File: config.mk
export PLATFORM = sky130hd
export DESIGN_NAME = aipc_core
export DESIGN_NICKNAME = d
export VERILOG_FILES = /design/src/aipc_axis_cmp.v /design/src/aipc_core.v
export VERILOG_INCLUDE_DIRS = /design/src
export SDC_FILE = /design/constraint.sdc
export NUM_CORES = 1
export LEC_CHECK = 0
export BUFFER_PORTS_ARGS = -buffer_cell sky130_fd_sc_hd__buf_2
export CORE_ASPECT_RATIO = 1.75
export CORE_UTILIZATION = 35
export CTS_BUF_LIST = sky130_fd_sc_hd__clkbuf_8
export DETAILED_ROUTE_END_ITERATION = 16
export GPL_TIMING_DRIVEN = 0
export SETUP_SLACK_MARGIN = 0.1
export SKIP_LAST_GASP = 1
export SYNTH_ARGS = -nofsm -noshare
export SYNTH_HDL_FRONTEND = slang
export SYNTH_SLANG_ARGS = --single-unit
File: constraint.sdc
create_clock -name clk_i -period 5.45 [get_ports clk_i]
set_clock_uncertainty 0.2 [all_clocks]
set_input_delay 0.8175 -clock clk_i [delete_from_list [all_inputs] [get_ports clk_i]]
set_output_delay 0.8175 -clock clk_i [all_outputs]
set_load 0.1 [all_outputs]
File: src/aipc_defines.vh
// Register map, field positions, reset values and codes for the activity/inactivity power control block
`ifndef AIPC_DEFINES_VH
`define AIPC_DEFINES_VH

`define AIPC_ADDR_CFG        8'h00
`define AIPC_ADDR_DUR        8'h04
`define AIPC_ADDR_ROUTE      8'h08
`define AIPC_ADDR_STATUS     8'h0C
`define AIPC_ADDR_IRQ_STAT   8'h10
`define AIPC_ADDR_IRQ_MASK   8'h14
`define AIPC_ADDR_ACCEL      8'h18

`define AIPC_CFG_THR_LSB     0
`define AIPC_CFG_THR_MSB     5
`define AIPC_CFG_INACT_LSB   6
`define AIPC_CFG_INACT_MSB   7
`define AIPC_CFG_FSEL_BIT    8
`define AIPC_CFG_GIE_BIT     9
`define AIPC_CFG_RESET       10'h000

`define AIPC_ROUTE_PIN1_BIT  0
`define AIPC_ROUTE_PIN2_BIT  1

`define AIPC_ST_SLEEP_BIT    0
`define AIPC_ST_GYRO_LSB     1
`define AIPC_ST_GYRO_MSB     2
`define AIPC_ST_LOWRATE_BIT  3

`define AIPC_EV_INACT_BIT    0
`define AIPC_EV_ACT_BIT      1

`define AIPC_INACT_OFF       2'h0
`define AIPC_INACT_GYRO_KEEP 2'h1
`define AIPC_INACT_GYRO_SLP  2'h2
`define AIPC_INACT_GYRO_PD   2'h3

`define AIPC_GYRO_NORMAL     2'h0
`define AIPC_GYRO_SLEEP      2'h1
`define AIPC_GYRO_POWERDOWN  2'h2

`define AIPC_RATE_12HZ5      4'h1
`define AIPC_ACCEL_RESET     4'h0
`define AIPC_SAMPLES_PER_DUR 512

`endif

File: src/aipc_axis_cmp.v
// Per-axis magnitude compare of filtered samples against the wake threshold
`timescale 1ns/10ps
`default_nettype none
`include "aipc_defines.vh"

module aipc_axis_cmp #(
  parameter AXES = 3,
  parameter DW   = 16
) (
  // Clock and reset
  input  wire                 clk_i,
  input  wire                 rst_i,
  // Sample inputs
  input  wire                 valid_i,
  input  wire [AXES*DW-1:0]   slope_i,
  input  wire [AXES*DW-1:0]   hpf_i,
  input  wire                 filter_select_i,
  input  wire [5:0]           wake_threshold_i,
  input  wire [1:0]           accel_full_scale_i,
  // Results
  output reg                  valid_o,
  output reg                  above_o
);

  wire [AXES-1:0] axis_above;

  genvar g;
  generate
    for (g = 0; g < AXES; g = g + 1)
    begin : g_axis
      wire [DW-1:0] smp = filter_select_i ? hpf_i[g*DW +: DW] : slope_i[g*DW +: DW];
      wire [DW-1:0] mag = smp[DW-1] ? (~smp + {{(DW-1){1'b0}}, 1'b1}) : smp;
      // One threshold step is full scale / 64, i.e. sample >> (DW-7) at full scale code
      wire [DW-1:0] thr = {{(DW-6){1'b0}}, wake_threshold_i} << (DW - 7);
      assign axis_above[g] = mag > thr;
    end
  endgenerate

  always @(posedge clk_i)
  begin
    if (rst_i)
    begin
      valid_o <= 1'b0;
      above_o <= 1'b0;
    end
    else
    begin
      valid_o <= valid_i;
      above_o <= |axis_above;
    end
  end

  // Full scale only sets the mg weight of a step; samples are already scaled to it
  wire unused_fs = ^accel_full_scale_i;

endmodule // aipc_axis_cmp
`default_nettype wire

File: src/aipc_core.v
// Activity/inactivity recognizer with rate override, gyro control and Wishbone registers
`timescale 1ns/10ps
`default_nettype none
`include "aipc_defines.vh"

module aipc_core #(
  parameter AXES = 3,
  parameter DW   = 16
) (
  // Clock and reset
  input  wire                 clk_i,
  input  wire                 rst_i,
  // Wishbone slave
  input  wire                 cyc_i,
  input  wire                 stb_i,
  input  wire                 we_i,
  input  wire [7:0]           adr_i,
  input  wire [3:0]           sel_i,
  input  wire [31:0]          dat_i,
  output reg  [31:0]          dat_o,
  output reg                  ack_o,
  // Filter chain samples
  input  wire                 sample_valid_i,
  input  wire [AXES*DW-1:0]   slope_data_i,
  input  wire [AXES*DW-1:0]   hpf_data_i,
  // Sampling control
  output reg  [3:0]           accel_rate_o,
  output reg                  accel_low_power_o,
  output reg  [1:0]           gyro_mode_o,
  // Interrupts
  output reg                  irq_pin_a_o,
  output reg                  irq_pin_b_o,
  output reg                  irq_o
);

  localparam ST_ACTIVE   = 2'b01;
  localparam ST_INACTIVE = 2'b10;

  reg  [9:0]  cfg_q;
  reg  [3:0]  sleep_duration_q;
  reg  [1:0]  accel_full_scale_q;
  reg  [1:0]  route_q;
  reg  [3:0]  accel_rate_q;
  reg  [1:0]  gyro_user_q;
  reg  [1:0]  ev_stat_q;
  reg  [1:0]  ev_mask_q;
  reg  [1:0]  state_q;
  reg  [1:0]  state_d;
  reg  [12:0] quiet_cnt_q;
  reg  [12:0] quiet_cnt_d;
  reg  [1:0]  ev_pulse_q;
  reg  [1:0]  ev_pulse_d;

  wire [5:0]  wake_threshold    = cfg_q[`AIPC_CFG_THR_MSB:`AIPC_CFG_THR_LSB];
  wire [1:0]  inactivity_config = cfg_q[`AIPC_CFG_INACT_MSB:`AIPC_CFG_INACT_LSB];
  wire        filter_select     = cfg_q[`AIPC_CFG_FSEL_BIT];
  wire        global_irq_en     = cfg_q[`AIPC_CFG_GIE_BIT];
  wire        func_en = global_irq_en && (inactivity_config != `AIPC_INACT_OFF);
  wire        sleeping = state_q[1];

  wire        cmp_valid;
  wire        cmp_above;

  aipc_axis_cmp #(
    .AXES (AXES),
    .DW   (DW)
  ) u_cmp (
    .clk_i              (clk_i),
    .rst_i              (rst_i),
    .valid_i            (sample_valid_i),
    .slope_i            (slope_data_i),
    .hpf_i              (hpf_data_i),
    .filter_select_i    (filter_select),
    .wake_threshold_i   (wake_threshold),
    .accel_full_scale_i (accel_full_scale_q),
    .valid_o            (cmp_valid),
    .above_o            (cmp_above)
  );

  // Quiet target: units of 512 samples; zero duration means inactivity at first quiet sample
  wire [12:0] quiet_target = {sleep_duration_q, 9'h000};

  always @*
  begin
    state_d     = state_q;
    quiet_cnt_d = quiet_cnt_q;
    ev_pulse_d  = ev_pulse_q;
    if (!func_en)
    begin
      state_d     = ST_ACTIVE;
      quiet_cnt_d = quiet_cnt_q;
    end
    else if (cmp_valid)
    begin
      // Event pulse spans exactly one sample period
      ev_pulse_d = 2'b00;
      case (state_q)
        ST_ACTIVE:
        begin
          if (cmp_above)
            quiet_cnt_d = 13'h0000;
          else if (quiet_cnt_q + 13'h0001 >= quiet_target)
          begin
            state_d     = ST_INACTIVE;
            quiet_cnt_d = 13'h0000;
            ev_pulse_d  = 2'b01;
          end
          else
            quiet_cnt_d = quiet_cnt_q + 13'h0001;
        end
        ST_INACTIVE:
        begin
          if (cmp_above)
          begin
            state_d    = ST_ACTIVE;
            ev_pulse_d = 2'b10;
          end
        end
        default:
        begin
          state_d = ST_ACTIVE;
        end
      endcase
    end
  end

  // Register read mux
  reg [31:0] rd_data;
  always @*
  begin
    case (adr_i)
      `AIPC_ADDR_CFG:      rd_data = {22'h00_0000, cfg_q};
      `AIPC_ADDR_DUR:      rd_data = {26'h000_0000, accel_full_scale_q, sleep_duration_q};
      `AIPC_ADDR_ROUTE:    rd_data = {30'h0000_0000, route_q};
      `AIPC_ADDR_STATUS:   rd_data = {28'h000_0000, accel_low_power_o, gyro_mode_o, sleeping};
      `AIPC_ADDR_IRQ_STAT: rd_data = {30'h0000_0000, ev_stat_q};
      `AIPC_ADDR_IRQ_MASK: rd_data = {30'h0000_0000, ev_mask_q};
      `AIPC_ADDR_ACCEL:    rd_data = {26'h000_0000, gyro_user_q, accel_rate_q};
      default:             rd_data = 32'h0000_0000;
    endcase
  end

  wire bus_req  = cyc_i && stb_i && !ack_o;
  wire wr_b0    = bus_req && we_i && sel_i[0];
  wire wr_b1    = bus_req && we_i && sel_i[1];
  wire stat_rd  = bus_req && !we_i && (adr_i == `AIPC_ADDR_IRQ_STAT);

  always @(posedge clk_i)
  begin
    if (rst_i)
    begin
      cfg_q              <= `AIPC_CFG_RESET;
      sleep_duration_q   <= 4'h0;
      accel_full_scale_q <= 2'h0;
      route_q            <= 2'h0;
      accel_rate_q       <= `AIPC_ACCEL_RESET;
      gyro_user_q        <= `AIPC_GYRO_NORMAL;
      ev_stat_q          <= 2'h0;
      ev_mask_q          <= 2'h0;
      state_q            <= ST_ACTIVE;
      quiet_cnt_q        <= 13'h0000;
      ev_pulse_q         <= 2'h0;
      ack_o              <= 1'b0;
      dat_o              <= 32'h0000_0000;
      accel_rate_o       <= `AIPC_ACCEL_RESET;
      accel_low_power_o  <= 1'b0;
      gyro_mode_o        <= `AIPC_GYRO_NORMAL;
      irq_pin_a_o        <= 1'b0;
      irq_pin_b_o        <= 1'b0;
      irq_o              <= 1'b0;
    end
    else
    begin
      ack_o <= bus_req;
      if (bus_req && !we_i)
        dat_o <= rd_data;
      if (wr_b0)
      begin
        case (adr_i)
          `AIPC_ADDR_CFG:      cfg_q[7:0] <= dat_i[7:0];
          `AIPC_ADDR_DUR:      {accel_full_scale_q, sleep_duration_q} <= dat_i[5:0];
          `AIPC_ADDR_ROUTE:    route_q <= dat_i[1:0];
          `AIPC_ADDR_IRQ_MASK: ev_mask_q <= dat_i[1:0];
          `AIPC_ADDR_ACCEL:    {gyro_user_q, accel_rate_q} <= dat_i[5:0];
          default:             ;
        endcase
      end
      if (wr_b1 && adr_i == `AIPC_ADDR_CFG)
        cfg_q[9:8] <= dat_i[9:8];

      state_q     <= state_d;
      quiet_cnt_q <= quiet_cnt_d;
      ev_pulse_q  <= ev_pulse_d;

      // New event wins over the read-to-clear in the same cycle
      ev_stat_q <= (stat_rd ? 2'b00 : ev_stat_q) | (ev_pulse_d & ~ev_pulse_q);

      // Programmed rate stays untouched; only the applied rate is overridden
      if (state_d == ST_INACTIVE)
      begin
        accel_rate_o      <= `AIPC_RATE_12HZ5;
        accel_low_power_o <= 1'b1;
        case (inactivity_config)
          `AIPC_INACT_GYRO_SLP: gyro_mode_o <= `AIPC_GYRO_SLEEP;
          `AIPC_INACT_GYRO_PD:  gyro_mode_o <= `AIPC_GYRO_POWERDOWN;
          default:              gyro_mode_o <= gyro_user_q;
        endcase
      end
      else
      begin
        accel_rate_o      <= accel_rate_q;
        accel_low_power_o <= 1'b0;
        gyro_mode_o       <= gyro_user_q;
      end

      irq_pin_a_o <= route_q[`AIPC_ROUTE_PIN1_BIT] && state_d[1];
      irq_pin_b_o <= route_q[`AIPC_ROUTE_PIN2_BIT] && state_d[1];
      irq_o       <= |(((stat_rd ? 2'b00 : ev_stat_q) | (ev_pulse_d & ~ev_pulse_q)) & ev_mask_q);
    end
  end

  wire unused_bus = ^{dat_i[31:10], sel_i[3:2]};

endmodule // aipc_core
`default_nettype wire

==> summary.md <==
| Metric | Value |
|---|---|
| Outcome | complete, but fails checks |
| Violated checks | DRC |
| Max Clk Rate | slightly above 200 MHz |
| Post-CTS Hold Fix Bufs | 0 |
| Slowest stage delay, CP | between 500 and 600 ps |
| Synth async-reset ratio | 0 |
| Crit end category | flip-flop |
| Clk buf depth | 2 |
| Post-synthesis compound-gate area fraction | 0.183 |
| Drc violations | 8 |
| Clk_lat worst skew | 360 ps |
| Slew Viols, Final | 0 |
| Avg Synthesized Cell Area | between 7 and 8 sq um |
| Via density | around 5.5 |
| Critical path's most frequent cell | buf_6 |
| Worst min path class | flip-flop to flip-flop |
| Flop pwr share | 0.395 |
| CTS sink count | 68 |
| RSZ-0062 raised after global routing | false |
| Post-synth top cells | dfxtp_1, nor2_1, mux2i_1 |
| # rows | between 60 and 70 |
| Leakage power | ~2.7 nW |
| Critical Path AT | roughly 4900 ps |
| XOR/XNOR Fraction of Synth Area | 0.0529 |
| Worst-Margin Slew | between 1000 and 1500 ps |
| Setup slack after layout | ~570 ps |
| Starting Density | 0.356 |
| Layout Area Growth over Synthesis | 22.7% |
| Clock share of power | 0.377 |
| Post-synth top area share | 0.242 |
| Post-synthesis sequential area ratio | 0.242 |
| Post-synth EDFFs | 0 |
| # H-tree levels | 3 |
| Final hold violations | 0 |
| Via count | slightly below 6000 |
| Finished Layout Cells | about 1100 |
| Initial drt markers | around 290 |
| Initial antenna violation count | 0 |
| Post-Synth Adder-Cell Area | 0.0623 |
| Nets@finish | around 1100 |
| YS warnings | 0 |
| Io pins | 189 |
| Crit share post-route | 0.895 |
| Internal cell power | between 0.0008 and 0.0009 W |
| Worst setup SP type | flip-flop |
| Ys flop type | dfxtp_1 |
| CTS clk-pin slew, worst paths | 80 ps |
| First-pass GRT wire length | around 29 mm |
| Core area | 15800 sq um |
| Max-cap viol count | 0 |
| Post-Route Utilization | 0.437 |
| Syn Std Cell Area | between 5000 and 6000 sq um |
| Port bufs | around 140 |
| Slew margin rel. | 0.155 |
| Post-layout min period | roughly 4900 ps |
| Final WL | 18.0 mm |
| CTS tree | built |
| Fill count | 1644 |
| Wire length per cell | around 17 um |
| Dpl ws | -712 ps |
| Inst Count DP | 1055 |
| Initial DRT Pass Iterations | 11 |
| Antenna diodes | 0 |
| Gr usage total | 0.221 |
| Placer Congestion | roughly 0.86 |
| Cells after Synth | about 700 |
| Pin count of the biggest net entering global routing | 20 |
| Vias in the first global route | a little under 6000 |
| Multiplexer share of the synthesized area | 0.130 |
| Top cells by area, synth | dfxtp_1, mux2i_1, ha_1 |
| Clk root buf | clkbuf_8 |
| Setup Viol. Count Final | 0 |
| Layout cell share with drive strength beyond 1 | 0.247 |
| Largest area contributor in the netlist | dfxtp_1 |
| Post-Synth Simple-Gate Area | 0.263 |
| Cts bufs inserted | 9 |
| Grt ovf | 0 |
| Die ar. | between 15000 and 20000 sq um |
| Max VDD drop | roughly 130 uV |
| Post-DP HPWL | roughly 15 mm |
| Final ANT Viol Nets | 0 |
| Worst EP required | around 5500 ps |
| Largest family of logic cells by synthesized area | simple AND/OR/NAND/NOR gates |
| Worst path slowest cell | or3b_2 |
| Crit path kind | flip-flop to flip-flop |
| Critical path peak fanout | 19 |
| Switching share of power | 0.311 |
| Combinational Power Share | 0.228 |
| Switching power | 0.000393 W |
| Worst path cell trace | buf_6 -> buf_8 -> buf_6 -> buf_6 -> buf_6 -> mux2i_1 -> ha_1 -> o211ai_1 -> or3b_2 -> o21ai_1 -> a31oi_1 -> xnor2_1 -> ha_1 -> nand2_1 -> nor2_1 -> nand2_1 -> nor4_1 -> o2111ai_1 -> a211oi_2 -> o221ai_1 |
| Unique masters post-synth | 70 |
| Yosys reg bits | 68 |
| Power Dens Cells | between 150 and 200 nW/um^2 |
| Die width | approximately 98 um |
| Die Y | 170 um |
[power by group through the flow]
stage,registers [W],logic (W),clock network (W)
after floorplan,0.000513,0.000191,0
after global placement,0.000511,0.000284,0
after detailed placement,0.000511,0.000286,0
after CTS,0.000499,0.000288,0.000483
after global routing,0.000500,0.000314,0.000510
final,0.000499,0.000289,0.000478
[per-stage QoR]
stage	instance area, sq um	hold WS, ps	power, W	setup TNS (ps)
after floorplan	5700	236	0.000704	0
after global placement	6650	239	0.000796	-699
after detailed placement	6650	248	0.000797	-712
after CTS	6890	258	0.00127	0
after global routing	6900	283	0.00132	0
final	6900	259	0.00127	0
[per-layer routing]
metal  wire length, um  up-vias  track usage  part of all wire
met2             10300      191        0.460              0.57
met5                 0        -            0                 0
met4               852        0        0.121             0.047
met1              6210     2693        0.199              0.34
met3               698       56       0.0288             0.039
li1                  -     2907            -                 -
[cells by family (layout without fill, tap and decap cells)]
family          count (synthesis)  in the layout
flops                          68             68
simple gates                  282            282
buf+inv                        69            225
other cells                     1             22
fa+ha+maj                      28             28
mux                            72             72
xor+xnor                       34             34
compound gates                150            150
[layout by cell type (no fill, tap or decap), types with 9 or more instances in the layout]
cell and n:
buf_2 150, nor3b_1 12, clkbuf_1 15, xor2_1 12, nor2b_1 10, o21a_1 10, dfxtp_1 68, nor4_1 10
mux2i_1 64, nor3_1 27, conb_1 22, a21oi_1 50, clkbuf_8 10, and3_1 9, o21ai_0 17, nand3_1 32
nand2b_1 14, nand4_1 11, ha_1 28, nand2_1 50, buf_4 24, inv_1 13, xnor2_1 22, nor2_1 68
a22oi_1 9
[registers in the layout, indices dropped and copies added, names as in the netlist]
signal and flops:
irq_pin_b_o 1, accel_rate_q 4, quiet_cnt_q 13, accel_rate_o 4
gyro_mode_o 2, ack_o 1, irq_pin_a_o 1, ev_stat_q 2
u_cmp.above_o 1, cfg_q 10, accel_low_power_o 1, ev_mask_q 2
u_cmp.valid_o 1, route_q 2, sleep_duration_q 4, accel_full_scale_q 2
state_q 2, ev_pulse_q 2, irq_o 1, gyro_user_q 2
dat_o 10
[worst max-delay path: cells and delay by family, from the launching register on]
kind,cells,cell delay [ps]
compound gates,6,1160
simple gates,5,1110
xor+xnor,1,170
buf+inv,5,960
fa+ha+maj,2,540
mux,1,230
flops,1,330
[what timing repair did]
| item | in CTS | in global routing |
|---|---|---|
| pin swaps | 0 | 1 |
| gates cloned | 0 | 0 |
| setup endpoints to repair | 1 | 1 |
| buffers inserted | 0 | 1 |
| gates resized for setup | 7 | 3 |
[final timing paths]
path              startpoint             to  slack (ps)  cells past startpoint
setup / recovery    cfg_q[8]  u_cmp.above_o         570                     20
setup reg to reg    cfg_q[8]  u_cmp.above_o         570                     20
hold reg to reg     dat_o[7]       dat_o[7]         260                      2
hold / removal      dat_o[7]       dat_o[7]         260                      2
[cell type report]
type | count | area (sq um) | area share
clock inverter | 6 | 87.6 | 0.0127
inverter | 13 | 48.8 | 0.00707
tap | 189 | 236 | 0.0343
sequential | 68 | 1360 | 0.197
buffer | 54 | 342 | 0.0495
timing repair buffer | 142 | 713 | 0.103
multi-input combinational | 588 | 3970 | 0.576
clock buffer | 10 | 138 | 0.0199
No activity file was read; power rests on OpenSTA's default activity.
